## config.mk

```make
export PLATFORM = sky130hd
export DESIGN_NAME = tcc_top
export DESIGN_NICKNAME = d
export VERILOG_FILES = /design/src/tcc_pkg.sv /design/src/tcc_edge_det.sv /design/src/tcc_prescaler.sv /design/src/tcc_top.sv
export VERILOG_INCLUDE_DIRS = /design/src /design/src/src
export SDC_FILE = /design/constraint.sdc
export NUM_CORES = 1
export LEC_CHECK = 0
export ABC_AREA = 1
export BUFFER_PORTS_ARGS = -buffer_cell sky130_fd_sc_hd__buf_2
export CORE_ASPECT_RATIO = 0.7
export CORE_MARGIN = 10
export CORE_UTILIZATION = 30
export DETAILED_ROUTE_END_ITERATION = 10
export PLACE_DENSITY = 0.48
export SYNTH_ARGS = -nofsm -noshare
export SYNTH_HDL_FRONTEND = slang
export SYNTH_SLANG_ARGS = --single-unit
```

## constraint.sdc

```tcl
create_clock -name hclk -period 2.6 [get_ports hclk]
set_clock_uncertainty 0.05 [all_clocks]
set_input_delay 0.52 -clock hclk [delete_from_list [all_inputs] [get_ports hclk]]
set_output_delay 0.52 -clock hclk [all_outputs]
set_load 0.02 [all_outputs]
```

## src/tcc_regs.svh

```systemverilog
`ifndef TCC_REGS_SVH
`define TCC_REGS_SVH
// Overview of operation
// RULE_01: capcmp bit 2 makes the second register compare (0) or capture (1).
// RULE_02: capcmp bit 0 makes the first register compare (0) or capture (1).
// RULE_03: bit 1 clear: capture on second pin edge; set: first pin opposite edge.
// RULE_04: first pin set to both edges gives no opposite-phase capture.
// RULE_05: outside source holds capture pulses two count clocks longer.
// RULE_06: software stops the timer before config writes, except second invert.
// RULE_07: clear-on-first-match mode never uses the first register as capture.
// RULE_08: output bit 1 lets a first-register match toggle the output flop.
// RULE_09: output bit 4 lets a second-register match toggle the output flop.
// RULE_10: force pair 00 none, 01 clear, 10 set, 11 barred; reads as 0.
// RULE_11: output enable 0 holds the pin low, 1 makes it follow the flop.
// RULE_12: one-shot mode bit; trigger bit fires one shot and self-clears.
// RULE_13: one-shot only with free-running or clear on first pin edge.
// RULE_14: trigger only in one-shot mode, writes two count clocks apart.
// RULE_15: program enables first, force set or reset in a later write.
// RULE_16: second pin edge field: fall, rise, barred, both.
// RULE_17: first pin edge field: fall, rise, barred, both.
// RULE_18: timer 0 clock: divide by 1, 4, 256 or first pin valid edge.
// RULE_19: timer 1 clock: divide by 1, 16, 64; code 11 barred.
// RULE_20: pin used as count clock is not also clear or capture trigger.
// RULE_21: pin high after reset gives one rising edge at first enable only.
// RULE_22: shared pin is second input or timer output, never both.
// RULE_23: counter runs while mode field nonzero, stops and clears at 00.
// RULE_24: unused bits of control registers read 0 and ignore writes.

// register indices; byte address is index times four
`define TCC_IDX_T1_PRESCALE 16'hffb7
`define TCC_IDX_T0_PRESCALE 16'hffbb
`define TCC_IDX_CAPCMP 16'hffbc
`define TCC_IDX_OUTCTL 16'hffbd
`define TCC_IDX_MODE 16'hffba
`define TCC_IDX_COUNTER 16'hff10
`define TCC_IDX_FIRST_CR 16'hff12
`define TCC_IDX_SECOND_CR 16'hff14

`define TCC_RST_CTRL 8'h00
`define TCC_RST_WORD 16'h0000

// writable bit masks
`define TCC_MASK_T1_PRESCALE 8'h03
`define TCC_MASK_T0_PRESCALE 8'hf3
`define TCC_MASK_CAPCMP 8'h07
`define TCC_MASK_OUTCTL 8'h33
`define TCC_MASK_MODE 8'h0e

// capture/compare control fields
`define TCC_CC_FIRST_CAP 0
`define TCC_CC_FIRST_TRIG 1
`define TCC_CC_SECOND_CAP 2
// output control fields
`define TCC_OC_PIN_EN 0
`define TCC_OC_FIRST_INV 1
`define TCC_OC_FORCE_RST 2
`define TCC_OC_FORCE_SET 3
`define TCC_OC_SECOND_INV 4
`define TCC_OC_ONESHOT 5
`define TCC_OC_TRIGGER 6
// mode register fields
`define TCC_MD_OVF 0
`define TCC_MD_EDGE_INV 1

// prescaler shift counts
`define TCC_T0_SHIFT_DIV1 4'd0
`define TCC_T0_SHIFT_DIV4 4'd2
`define TCC_T0_SHIFT_DIV256 4'd8
`define TCC_T1_SHIFT_DIV16 4'd4
`define TCC_T1_SHIFT_DIV64 4'd6
`endif

```

## src/tcc_pkg.sv

```systemverilog
package tcc_pkg;
  typedef struct packed {
    logic valid;
    logic opp;
  } tcc_edge_s;

  typedef struct packed {
    logic s1;
    logic s2;
    logic prev;
    logic seen;
  } tcc_sync_s;

  typedef struct packed {
    logic [7:0] cnt;
  } tcc_pre_s;

  typedef enum logic [2:0] {
    TCC_PH_IDLE = 3'b001,
    TCC_PH_WR = 3'b010,
    TCC_PH_RD = 3'b100
  } tcc_phase_e;

  typedef enum logic [3:0] {
    TCC_R_NONE, TCC_R_T1PS, TCC_R_T0PS, TCC_R_CC, TCC_R_OC,
    TCC_R_MODE, TCC_R_CNT, TCC_R_CR0, TCC_R_CR1
  } tcc_reg_e;

  typedef struct packed {
    tcc_phase_e phase;
    logic hready;
    logic [31:0] hrdata;
    tcc_reg_e sel;
    logic [7:0] ps1;
    logic [7:0] ps0;
    logic [7:0] cc;
    logic [7:0] oc;
    logic [7:0] mode;
    logic [15:0] cnt;
    logic [15:0] cr0;
    logic [15:0] cr1;
    logic outff;
    logic pin;
    logic armed;
    logic t1tick;
  } tcc_top_s;
endpackage

```

## src/tcc_edge_det.sv

```systemverilog
`include "tcc_regs.svh"
module tcc_edge_det (
  input wire logic hclk,
  input wire logic hresetn,
  input wire logic pin,
  input wire logic [1:0] edge_sel,
  input wire logic run,
  output tcc_pkg::tcc_edge_s evt
);
  import tcc_pkg::*;
  tcc_sync_s q;
  tcc_sync_s n;
  logic live;
  logic rise;
  logic fall;

  always_comb begin
    n = q;
    n.s1 = pin;
    n.s2 = q.s1;
    // RULE_21 tracking starts at first enable
    live = run | q.seen;
    n.seen = live;
    if (live) begin
      n.prev = q.s2;
    end
    rise = live & q.s2 & ~q.prev;
    fall = live & ~q.s2 & q.prev;
    // RULE_16 RULE_17 edge selection
    case (edge_sel)
      2'b00: evt.valid = fall;
      2'b01: evt.valid = rise;
      2'b11: evt.valid = rise | fall;
      default: evt.valid = 1'b0;
    endcase
    // RULE_04 no opposite edge with both
    case (edge_sel)
      2'b00: evt.opp = rise;
      2'b01: evt.opp = fall;
      default: evt.opp = 1'b0;
    endcase
  end

  always_ff @(posedge hclk or negedge hresetn) begin
    if (!hresetn) begin
      q <= '0;
    end else begin
      q <= n;
    end
  end

  AST_BOTH_NO_OPP: assert property (@(posedge hclk) disable iff (!hresetn) // RULE_04
    edge_sel == 2'b11 |-> !evt.opp)
    else $error("opposite edge reported with both edges selected");
endmodule // tcc_edge_det

```

## src/tcc_prescaler.sv

```systemverilog
module tcc_prescaler #(
  parameter int CNT_W = 8
) (
  input wire logic hclk,
  input wire logic hresetn,
  input wire logic en,
  input wire logic [3:0] shift,
  input wire logic sel_ok,
  output logic tick
);
  import tcc_pkg::*;
  tcc_pre_s q;
  tcc_pre_s n;
  logic [CNT_W-1:0] mask;

  always_comb begin
    n = q;
    mask = CNT_W'((9'h001 << shift) - 9'h001);
    n.cnt = en ? q.cnt + 8'h01 : 8'h00;
    tick = en & sel_ok & ((q.cnt & mask) == mask);
  end

  always_ff @(posedge hclk or negedge hresetn) begin
    if (!hresetn) begin
      q <= '0;
    end else begin
      q <= n;
    end
  end

  AST_DIV_PERIOD: assert property (@(posedge hclk) disable iff (!hresetn) // RULE_18
    (tick && shift == 4'd2) ##1 (en && shift == 4'd2) [*4]
    |-> tick && !$past(tick) && !$past(tick, 2) && !$past(tick, 3))
    else $error("divide by four tick spacing wrong");
endmodule // tcc_prescaler

```

## src/tcc_top.sv

```systemverilog
// Chosen here: the AHB-Lite register port.
`include "tcc_regs.svh"
module tcc_top (
  input wire logic hclk,
  input wire logic hresetn,
  input wire logic hsel,
  input wire logic [31:0] haddr,
  input wire logic [1:0] htrans,
  input wire logic hwrite,
  input wire logic [2:0] hsize,
  input wire logic [31:0] hwdata,
  input wire logic hready,
  output logic hreadyout,
  output logic [31:0] hrdata,
  output logic hresp,
  input wire logic first_input_pin,
  input wire logic second_input_pin,
  output logic timer_output_pin,
  output logic t1_count_tick
);
  import tcc_pkg::*;
  tcc_top_s q;
  tcc_top_s n;
  tcc_edge_s e0;
  tcc_edge_s e1;
  logic run;
  logic pre0_tick;
  logic pre1_tick;
  logic [3:0] t0_shift;
  logic [3:0] t1_shift;
  logic t0_ok;
  logic t1_ok;
  logic tick0;
  logic match0;
  logic match1;
  logic cap0;
  logic cap1;
  logic gate;
  logic toggle;
  logic addr_ph;
  logic wr_now;
  logic wr_oc;
  logic wr_mode;
  logic [7:0] d;

  function automatic tcc_reg_e decode(input logic [31:0] a);
    if (a[31:2] == {14'h0, `TCC_IDX_T1_PRESCALE}) begin
      decode = TCC_R_T1PS;
    end else if (a[31:2] == {14'h0, `TCC_IDX_T0_PRESCALE}) begin
      decode = TCC_R_T0PS;
    end else if (a[31:2] == {14'h0, `TCC_IDX_CAPCMP}) begin
      decode = TCC_R_CC;
    end else if (a[31:2] == {14'h0, `TCC_IDX_OUTCTL}) begin
      decode = TCC_R_OC;
    end else if (a[31:2] == {14'h0, `TCC_IDX_MODE}) begin
      decode = TCC_R_MODE;
    end else if (a[31:2] == {14'h0, `TCC_IDX_COUNTER}) begin
      decode = TCC_R_CNT;
    end else if (a[31:2] == {14'h0, `TCC_IDX_FIRST_CR}) begin
      decode = TCC_R_CR0;
    end else if (a[31:2] == {14'h0, `TCC_IDX_SECOND_CR}) begin
      decode = TCC_R_CR1;
    end else begin
      decode = TCC_R_NONE;
    end
  endfunction

  function automatic logic [31:0] rd_mux(input tcc_top_s s);
    case (s.sel)
      TCC_R_T1PS: rd_mux = {24'h0, s.ps1};
      TCC_R_T0PS: rd_mux = {24'h0, s.ps0};
      TCC_R_CC: rd_mux = {24'h0, s.cc};
      TCC_R_OC: rd_mux = {24'h0, s.oc};
      TCC_R_MODE: rd_mux = {24'h0, s.mode};
      TCC_R_CNT: rd_mux = {16'h0, s.cnt};
      TCC_R_CR0: rd_mux = {16'h0, s.cr0};
      TCC_R_CR1: rd_mux = {16'h0, s.cr1};
      default: rd_mux = 32'h0;
    endcase
  endfunction

  // RULE_23 run while mode field nonzero
  assign run = q.mode[3:2] != 2'b00;

  tcc_edge_det u_edge_first (
    .hclk(hclk),
    .hresetn(hresetn),
    .pin(first_input_pin),
    .edge_sel(q.ps0[5:4]),
    .run(run),
    .evt(e0)
  );

  tcc_edge_det u_edge_second (
    .hclk(hclk),
    .hresetn(hresetn),
    .pin(second_input_pin),
    .edge_sel(q.ps0[7:6]),
    .run(run),
    .evt(e1)
  );

  // RULE_18 timer 0 clock select
  always_comb begin
    t0_ok = 1'b1;
    case (q.ps0[1:0])
      2'b00: t0_shift = `TCC_T0_SHIFT_DIV1;
      2'b01: t0_shift = `TCC_T0_SHIFT_DIV4;
      2'b10: t0_shift = `TCC_T0_SHIFT_DIV256;
      default: begin
        t0_shift = `TCC_T0_SHIFT_DIV1;
        t0_ok = 1'b0;
      end
    endcase
    // RULE_19 timer 1 clock select
    t1_ok = 1'b1;
    case (q.ps1[1:0])
      2'b00: t1_shift = `TCC_T0_SHIFT_DIV1;
      2'b01: t1_shift = `TCC_T1_SHIFT_DIV16;
      2'b10: t1_shift = `TCC_T1_SHIFT_DIV64;
      default: begin
        t1_shift = `TCC_T0_SHIFT_DIV1;
        t1_ok = 1'b0;
      end
    endcase
  end

  tcc_prescaler #(.CNT_W(8)) u_pre0 (
    .hclk(hclk),
    .hresetn(hresetn),
    .en(run),
    .shift(t0_shift),
    .sel_ok(t0_ok),
    .tick(pre0_tick)
  );

  tcc_prescaler #(.CNT_W(8)) u_pre1 (
    .hclk(hclk),
    .hresetn(hresetn),
    .en(1'b1),
    .shift(t1_shift),
    .sel_ok(t1_ok),
    .tick(pre1_tick)
  );

  always_comb begin
    n = q;
    d = hwdata[7:0];
    addr_ph = hready & hsel & htrans[1];
    wr_now = q.phase == TCC_PH_WR;
    wr_oc = wr_now & (q.sel == TCC_R_OC);
    wr_mode = wr_now & (q.sel == TCC_R_MODE);
    // bus data phase and next address phase
    if (q.phase == TCC_PH_RD) begin
      n.hrdata = rd_mux(q);
      n.hready = 1'b1;
      n.phase = TCC_PH_IDLE;
    end else if (addr_ph) begin
      n.sel = decode(haddr);
      n.phase = hwrite ? TCC_PH_WR : TCC_PH_RD;
      n.hready = hwrite;
    end else begin
      n.phase = TCC_PH_IDLE;
    end

    tick0 = (q.ps0[1:0] == 2'b11) ? e0.valid : pre0_tick;
    // RULE_02 RULE_08 first register compare match
    match0 = run & tick0 & ~q.cc[`TCC_CC_FIRST_CAP] & (q.cnt == q.cr0);
    // RULE_01 RULE_09 second register compare match
    match1 = run & tick0 & ~q.cc[`TCC_CC_SECOND_CAP] & (q.cnt == q.cr1);
    // RULE_03 first register capture trigger
    cap0 = run & q.cc[`TCC_CC_FIRST_CAP]
      & (q.cc[`TCC_CC_FIRST_TRIG] ? e0.opp : e1.valid);
    cap1 = run & q.cc[`TCC_CC_SECOND_CAP] & e0.valid;

    // RULE_23 counter stop, clear and count
    if (!run) begin
      n.cnt = `TCC_RST_WORD;
    end else if (q.mode[3:2] == 2'b10 && e0.valid) begin
      n.cnt = `TCC_RST_WORD;
    end else if (tick0) begin
      if (q.mode[3:2] == 2'b11 && q.cnt == q.cr0) begin
        n.cnt = `TCC_RST_WORD;
      end else begin
        n.cnt = q.cnt + 16'h0001;
      end
    end

    // RULE_12 one-shot gating
    gate = ~q.oc[`TCC_OC_ONESHOT] | q.armed;
    // RULE_08 RULE_09 inversion enables
    toggle = gate & ((match0 & q.oc[`TCC_OC_FIRST_INV])
      ^ (match1 & q.oc[`TCC_OC_SECOND_INV])
      ^ (run & q.mode[`TCC_MD_EDGE_INV] & e0.valid));
    n.outff = q.outff ^ toggle;
    if (match0 & q.armed) begin
      n.armed = 1'b0;
    end
    if (q.oc[`TCC_OC_ONESHOT] && q.mode[3:2] == 2'b10 && e0.valid) begin
      n.armed = 1'b1;
    end

    // register writes; overflow and captures applied after
    if (wr_now) begin
      case (q.sel)
        // RULE_24 unused bits dropped on write
        TCC_R_T1PS: n.ps1 = d & `TCC_MASK_T1_PRESCALE;
        TCC_R_T0PS: n.ps0 = d & `TCC_MASK_T0_PRESCALE;
        TCC_R_CC: n.cc = d & `TCC_MASK_CAPCMP;
        TCC_R_OC: begin
          n.oc = d & `TCC_MASK_OUTCTL;
          // RULE_10 force set and clear
          if (d[`TCC_OC_FORCE_SET] && !d[`TCC_OC_FORCE_RST]) begin
            n.outff = 1'b1;
          end else if (!d[`TCC_OC_FORCE_SET] && d[`TCC_OC_FORCE_RST]) begin
            n.outff = 1'b0;
          end
          // RULE_12 software trigger arms one shot
          if (d[`TCC_OC_TRIGGER]) begin
            n.armed = 1'b1;
          end
        end
        TCC_R_MODE: n.mode = (d & `TCC_MASK_MODE)
          | {7'h0, q.mode[`TCC_MD_OVF] & d[`TCC_MD_OVF]};
        TCC_R_CR0: n.cr0 = hwdata[15:0];
        TCC_R_CR1: n.cr1 = hwdata[15:0];
        default: n.cnt = n.cnt;
      endcase
    end
    // overflow set wins over clear
    if (run && tick0 && q.cnt == 16'hffff) begin
      n.mode[`TCC_MD_OVF] = 1'b1;
    end
    // RULE_02 RULE_03 capture into first register
    if (cap0) begin
      n.cr0 = q.cnt;
    end
    // RULE_01 capture into second register
    if (cap1) begin
      n.cr1 = q.cnt;
    end
    // RULE_11 pin low unless enabled
    n.pin = n.oc[`TCC_OC_PIN_EN] & n.outff;
    n.t1tick = pre1_tick;
  end

  always_ff @(posedge hclk or negedge hresetn) begin
    if (!hresetn) begin
      q <= '0;
      q.phase <= TCC_PH_IDLE;
      q.hready <= 1'b1;
      q.sel <= TCC_R_NONE;
    end else begin
      q <= n;
    end
  end

  assign hreadyout = q.hready;
  assign hrdata = q.hrdata;
  assign hresp = 1'b0;
  assign timer_output_pin = q.pin;
  assign t1_count_tick = q.t1tick;

  AST_PIN_LOW: assert property (@(posedge hclk) disable iff (!hresetn) // RULE_11
    !q.oc[`TCC_OC_PIN_EN] |-> !timer_output_pin)
    else $error("output pin high while disabled");

  AST_FORCE_SET: assert property (@(posedge hclk) disable iff (!hresetn) // RULE_10
    (wr_oc && hwdata[3:2] == 2'b10) |=> q.outff && q.oc[3:2] == 2'b00)
    else $error("force set did not set output flop");

  AST_FORCE_CLR: assert property (@(posedge hclk) disable iff (!hresetn) // RULE_10
    (wr_oc && hwdata[3:2] == 2'b01) |=> !q.outff)
    else $error("force reset did not clear output flop");

  AST_TRIG_READ0: assert property (@(posedge hclk) disable iff (!hresetn) // RULE_12
    (wr_oc && hwdata[6]) |=> q.armed && !q.oc[6])
    else $error("one-shot trigger not armed or not self-cleared");

  AST_STOP_CLEAR: assert property (@(posedge hclk) disable iff (!hresetn) // RULE_23
    (!run && !wr_mode) |=> q.cnt == 16'h0000)
    else $error("stopped counter not cleared");

  AST_CAP_FIRST: assert property (@(posedge hclk) disable iff (!hresetn) // RULE_03
    cap0 |=> q.cr0 == $past(q.cnt))
    else $error("first register capture lost");

  AST_CAP_SECOND: assert property (@(posedge hclk) disable iff (!hresetn) // RULE_01
    cap1 |=> q.cr1 == $past(q.cnt))
    else $error("second register capture lost");

  AST_HOLD_FLOP: assert property (@(posedge hclk) disable iff (!hresetn) // RULE_08
    (!q.oc[1] && !q.oc[4] && !q.mode[1] && !wr_oc)
    |=> q.outff == $past(q.outff))
    else $error("output flop changed with inversion disabled");

  AST_TOGGLE: assert property (@(posedge hclk) disable iff (!hresetn) // RULE_09
    (match1 && q.oc[4] && !q.oc[5] && !(match0 && q.oc[1]) && !q.mode[1]
      && !wr_oc) |=> q.outff != $past(q.outff))
    else $error("second match did not toggle output flop");

  AST_UNUSED0: assert property (@(posedge hclk) disable iff (!hresetn) // RULE_24
    wr_now |=> (q.cc[7:3] == 5'h00) && (q.ps1[7:2] == 6'h00))
    else $error("unused control bits not zero");

  AST_RD_WAIT: assert property (@(posedge hclk) disable iff (!hresetn)
    (addr_ph && !hwrite) |=> !hreadyout ##1 hreadyout)
    else $error("read wait state wrong");
endmodule // tcc_top

```

==> results of run 1 <==
==> path summary, 6_finish.rpt <==
| path | end | from | slack, ns |
|---|---|---|---|
| max | q[7]$_DFFE_PN0P_ | q[55]$_DFFE_PN0P_ | 0.26 |
| min | u_pre1.q[1]$_DFF_PN0_ | hresetn | 0.12 |
| max reg2reg | q[7]$_DFFE_PN0P_ | q[55]$_DFFE_PN0P_ | 0.26 |
| min reg2reg | u_edge_first.q[2]$_DFF_PN0_ | u_edge_first.n[2]$_DFF_PN0_ | 0.30 |
| max in group asynchronous | q[22]$_DFFE_PN0P_ | hresetn | 1.86 |
| min in group hclk | u_edge_second.n[2]$_DFF_PN0_ | second_input_pin | 0.16 |
==> what timing repair did <==
item / in CTS / in global routing
resized for setup: 0 / 1
setup endpoints to repair: 0 / 3
endpoints found under the hold margin: 0 / 0
==> per-layer routing <==
layer  share of wire  up-vias
met5               0        -
li1                -     2965
met2            0.39      172
met3           0.075       16
met4           0.011        0
met1            0.53     2779
==> cell usage in the layout (no fill, tap or decap), types with 3 or more instances in the layout <==
master,n
nor2_1,60
inv_2,12
conb_1,17
nor2_4,3
xnor2_1,7
xor2_1,16
nand2_1,191
nand4_1,17
nor4_1,17
inv_1,128
clkbuf_16,17
a21oi_1,33
a221oi_1,6
o21ai_0,88
o211ai_1,6
a221oi_2,6
o22ai_1,14
dfrtp_1,116
buf_2,71
nor3_1,20
clkinvlp_4,6
nand3_1,43
clkinv_2,3
nor2_2,3
nor3b_1,3
buf_4,23
ha_1,8
==> cell type report <==
| type | count | area (um^2) |
|---|---|---|
| fillers | 2274 | 14000 |
| well taps | 282 | 353 |
| multi-input cells | 578 | 2970 |
| clock buffers | 20 | 457 |
| inverters | 140 | 526 |
| repair buffers | 95 | 548 |
| clock inverters | 11 | 77.6 |
| flip-flops and latches | 118 | 2960 |
==> through the flow <==
| stage | instances | util | total power [mW] |
|---|---|---|---|
| 6_report | 1244 | 0.360 | 5.69 |
| 5_1_grt | 1244 | 0.360 | 6.06 |
| 4_1_cts | 1244 | 0.360 | 5.73 |
| 3_3_place_gp | 1213 | 0.336 | 3.57 |
| 3_5_place_dp | 1213 | 0.336 | 3.58 |
| 2_1_floorplan | 888 | - | 3.20 |
==> cell usage after synthesis, drive strengths merged <==
| cell | count |
|---|---|
| clkbuf | 10 |
| a22oi | 1 |
| nor4 | 18 |
| o211ai | 6 |
| nor2 | 66 |
| xnor2 | 7 |
| nand4 | 17 |
| nand2 | 192 |
| conb | 1 |
| o31ai | 1 |
| inv | 140 |
| o22ai | 14 |
| buf | 42 |
| nor3b | 3 |
| nor3 | 23 |
| and3 | 1 |
| o221ai | 2 |
| ha | 8 |
| mux2 | 1 |
| dfstp | 2 |
| and2 | 1 |
| o221a | 1 |
| nand3 | 44 |
| dfrtp | 116 |
| o2111ai | 2 |
| a221oi | 12 |
| o21ai | 90 |
| a21oi | 33 |
| o32ai | 1 |
| xor2 | 16 |
| o2bb2ai | 1 |
==> power by group <==
group / leakage, nW / internal [mW] / switching (mW)
clock network: 0.246 / 1.26 / 0.876
registers: 1.42 / 2.13 / 0.290
logic: 2.31 / 0.427 / 0.713
==> critical path: cells and delay by family (launching register included) <==
family | cells | cell delay [ns]
and+or+nand+nor | 8 | 1.04
DFF | 1 | 0.45
buffers and inverters | 3 | 0.45
AOI/OAI and AO/OA | 1 | 0.22
==> cell families after synthesis <==
logic type	share of synthesized area
compound gates	0.144
xor+xnor	0.0299
fa+ha+maj	0.0149
buf+inv	0.129
flops	0.439
mux	0.00167
other cells	0.000557
simple gates	0.242
==> state kept, by name, indices dropped and copies added, names as in the netlist <==
| name | flops |
|---|---|
| timer_output_pin | 1 |
| u_pre1.q | 7 |
| t1_count_tick | 1 |
| u_edge_first.n | 1 |
| u_edge_second.n | 1 |
| u_edge_first.q | 3 |
| u_edge_second.q | 3 |
| hrdata | 16 |
| q | 76 |
| u_pre0.q | 8 |
| hreadyout | 1 |
==> flow_summary.ini, run 1 <==
[global_route]
use_met3 = 0.0353
grt_pass1_vias = 5732
busiest_layer = met1
gr-usage-met1 = 0.233
grt_pass1_wl_mm = 33.2
antenna_found_initial = 0
grt_use_met2 = 0.188
grt_usage = 0.147
grt_max_degree = 119
gr-total-overflow = 0

[yosys]
ys_seq_elements = 118
post-synth-top-area-fraction = 0.431
synth_area_leaders = dfrtp_1 (43%), nand2_1 (11%), inv_1 (7.2%), o21ai_0 (6.5%), buf_4 (3.9%)
yosysSeqAreaShare = 0.439
synthesis.area_mm2 = 0.00674
synth.avg_cell_area_um2 = 7.72
synth_area_leader_cell = dfrtp_1
netlist_instances = 872
synth_cell_types = 44
ys_warn_count = 0

[timing]
grt_setup_unrepaired = false
tightest_slew_ns = 0.669
setup_tns_ns = 0
min_period_ns = 2.34
finalSetupViolCount = 0
fin_crit_sh = 0.901
max_freq_ghz = 0.427
hold_viol = 0
slew_violations = 0
whs_ns = 0.119
relSlewSlack = 0.554
setup_slack_ns = 0.258

[clock_network]
insertion_delay_ns = 0.42
clockBufferDepth = 2
post_cts_buffers = 0
cts_hold_buf = 0
clkTransAtPathRegs_ns = 0.06
cts_buffers = 17
root_buffer = clkbuf_16
cts_sinks = 118
h-tree-depth = 4
cts_tree = yes

[placed_design]
dpl_cell_area_mm2 = 0.00736
dpl.hpwl_mm = 15.6
portBuffers = 72
pre_cts_ws_ns = 0.229
place_congestion = 0.842

[cells_and_area]
area_delta_synth_final_pct = 17.1
nNetsFinal = 1034
final_area_mm2 = 0.00789
drive_above_1_share = 0.165
diodes = 0

[floorplan]
floorplan.core_area_mm2 = 0.0219
rows = 45
io_pins = 112
die_x_um = 199
initial_core_util = 0.308
die_area_mm2 = 0.0289
fp.dieH_um = 145

[critical_path]
start_kind = flip-flop
cp_common_cell = nand2_1
worstPathRequired_ns = 2.86
path_max_fanout = 14
worst_path_largest_cell_delay_ns = 0.45
worstRegToRegCells = 12
end_kind = flip-flop
critical_path.cell_chain = nor2_4 > nand2_4 > nand2_1 > nor2_1 > nand2_1 > nand2_1 > inv_2 > nor3_2 > buf_4 > nor4_1 > a221oi_1 > inv_1
worstPathArrival_ns = 2.60
crit_type = reg2reg
crit_slowest_cell = dfrtp_1

[route]
drtPass1Iterations = 5
drt-vias-per-instance = 4.77
vias = 5932
drt_wl_total_mm = 20.6
drcViolationCount = 0
wire_per_inst_um = 16.6
drtAntennaViolNets = 0
drt-initial-drc-count = 473

[flow_run]
drv_cap = 0

[pwr]
leakage_nw = 3.98
irDropWorstVdd_mv = 0.407
powerDensity_mw_per_mm2 = 721

[outcome]
status = complete, no violations

[min_path]
min_path_type = in2async
Power figures use the tool's default switching activity.
==> inputs of run 2 (changes only) <==
--- a/config.mk
+++ b/config.mk
@@ -15,4 +15,5 @@
 export PLACE_DENSITY = 0.48
 export SYNTH_ARGS = -nofsm -noshare
 export SYNTH_HDL_FRONTEND = slang
+export SYNTH_HIERARCHICAL = 1
 export SYNTH_SLANG_ARGS = --single-unit
==> run 2 against run 1 <==
Flip-flop and latch count increased by 1. Critical path depth increased by 11. Routed wire length increased by 8.1%. Synthesized cell count increased by 14%. Clock power increased by 11%. Area after synthesis increased by 7.4%. Power increased by 6.8%. Worst hold slack got worse by 0.092 ns. Cell area increased by 11%. Sequential power about the same. Sequential share of layout area decreased by 3.3 points. Highest routed layer unchanged.
==> flow_summary.ini, run 2 <==
[critical_path]
worstPathArrival_ns = 2.85
worstRegToRegCells = 23
r2r-start = q[76]$_DFFE_PN0P_
r2r_setup_slack_ns = 0.04
worstPathRequired_ns = 2.88
crit_end = timer_output_pin$_DFF_PN0_
path_max_fanout = 4
crit_start = q[76]$_DFFE_PN0P_
start_kind = flip-flop
r2r-end = timer_output_pin$_DFF_PN0_
end_kind = flip-flop
crit_type = reg2reg

[placed_design]
dpl_cell_area_mm2 = 0.00799
place_congestion = 0.838
placed_cells = 1391
portBuffers = 72
dpl.hpwl_mm = 16.4

[outcome]
status = complete, no violations

[timing]
max_freq_ghz = 0.390
fin_crit_sh = 0.986
grt_setup_unrepaired = true
slew_violations = 0
relSlewSlack = 0.553
setup_tns_ns = 0
tightest_slew_ns = 0.663
finalSetupViolCount = 0
hold_viol = 0
min_period_ns = 2.56

[floorplan]
io_pins = 112
die_x_um = 206
initial_core_util = 0.305
die_area_mm2 = 0.0308
fp.dieH_um = 150
rows = 47
floorplan.core_area_mm2 = 0.0237

[clock_network]
cts_hold_buf = 0
root_buffer = clkbuf_16
cts_sinks = 119
clkTransAtPathRegs_ns = 0.06
clockBufferDepth = 2
insertion_delay_ns = 0.44
cts_buffers = 17
h-tree-depth = 4
cts_tree = yes

[cells_and_area]
largest_reg_flops = 76
top_register = q
drive_above_1_share = 0.203
diodes = 0
nNetsFinal = 1182
stdcell_count = 1430
fill_cells = 2515
final_area_mm2 = 0.00872
final_cell_mix = nand2_1 (269), o21ai_0 (126), dfrtp_1 (117)
area_delta_synth_final_pct = 20.6
final_common_cell = nand2_1

[global_route]
grt_pass1_vias = 6194
use_met3 = 0.0343
gr-total-overflow = 0
busiest_layer = met1
grt_use_met2 = 0.197
gr-usage-met1 = 0.226
grt_max_degree = 72
grt_pass1_wl_mm = 35.2
antenna_found_initial = 0
grt_usage = 0.147

[pwr]
irDropWorstVdd_mv = 0.512
powerDensity_mw_per_mm2 = 697
power.total_mw = 6.08
leakage_nw = 4.42

[route]
drt_wl_total_mm = 22.3
drt-vias-per-instance = 4.57
drt-initial-drc-count = 545
wire_per_inst_um = 15.6
drtPass1Iterations = 5
drtAntennaViolNets = 0
drcViolationCount = 0
vias = 6532

[yosys]
synthesis.area_mm2 = 0.00723
netlist_instances = 998
synth.avg_cell_area_um2 = 7.25
ys_warn_count = 6

[flow_run]
drv_cap = 0

[min_path]
min_path_type = in2async
## run 2: changes by cell type in the layout (fill, tap and decap cells not counted), moves of 11 or more
cell / before / now
a21oi_1: 33 / 22
buf_4: 23 / 34
conb_1: 17 / 39
inv_1: 128 / 116
nand2_1: 191 / 269
nand2_2: 0 / 12
nand3_1: 43 / 28
nor2_2: 3 / 20
nor4_1: 17 / 5
o211ai_1: 6 / 17
o21ai_0: 88 / 126
## run 2: metrics by stage
step | util | setup slack [ns] | hold slack (ns)
4_1_cts | 0.363 | 0.00363 | 0.0374
6_report | 0.368 | 0.0375 | 0.0274
5_1_grt | 0.368 | -0.203 | 0.0462
3_5_place_dp | 0.337 | -0.0648 | 0.286
2_1_floorplan | - | 0.123 | 0.174
3_3_place_gp | 0.337 | -0.0643 | 0.286
## run 2: critical path, cell delays in order, from the launching register on
cell and delay, ns:
dfrtp_1 0.43, inv_2 0.10, nor2_4 0.04, nor2_2 0.11, nand2_1 0.07, ha_1 0.28
or2_4 0.11, nand3_2 0.06, nor2_2 0.08, nand3_1 0.08, nor2_2 0.10, inv_1 0.05
nand2_2 0.09, nand3_4 0.10, nor2_4 0.13, nand3_2 0.08, nand2_2 0.09, nand2_2 0.05
nand2_2 0.07, nand3_2 0.07, nand2_2 0.07, nand3_2 0.06, nand2_2 0.08, nor2_2 0.03
## run 2: metal layers
layer,wire length (um),share of wire
met1,11900,0.54
met5,0,0
met3,1530,0.069
met4,159,0.0071
met2,8650,0.39
## run 2: what timing repair did
action	4_1_cts	5_1_grt
resized for setup	5	29
pin swaps	4	17
setup endpoints to repair	12	20
setup buffers	3	3
gates cloned	0	1
## run 2: worst min path at each step
stage	end	depth (start not counted)	start	slack (ns)
final	hrdata[7]$_DFFE_PN0P_	2	hresetn	0.03
after CTS	hrdata[7]$_DFFE_PN0P_	2	hresetn	0.04
after floorplan	hrdata[0]$_DFFE_PN0P_	0	hresetn	0.17
after global routing	hrdata[7]$_DFFE_PN0P_	2	hresetn	0.05
after detailed placement	u_edge_second/q[2]$_DFF_PN0_	0	u_edge_second/n[2]$_DFF_PN0_	0.29
after global placement	u_edge_second/q[2]$_DFF_PN0_	0	u_edge_second/n[2]$_DFF_PN0_	0.29
## run 2: cell type report
type                       instances  area [um^2]  share of cell area
multi-input combinational        714         3580               0.410
sequential                       119         2980               0.342
timing repair buffer             108          662              0.0759
inverter                         138          523              0.0599
clock buffer                      18          429              0.0492
tap                              318          398              0.0456
clock inverter                    14          150              0.0172
timing repair inverter             1         5.00            0.000574
## run 2: power breakdown
part | switching [mW] | leakage (nW) | internal [mW]
combinational | 0.815 | 2.70 | 0.459
clock | 0.958 | 0.277 | 1.42
sequential | 0.287 | 1.45 | 2.14
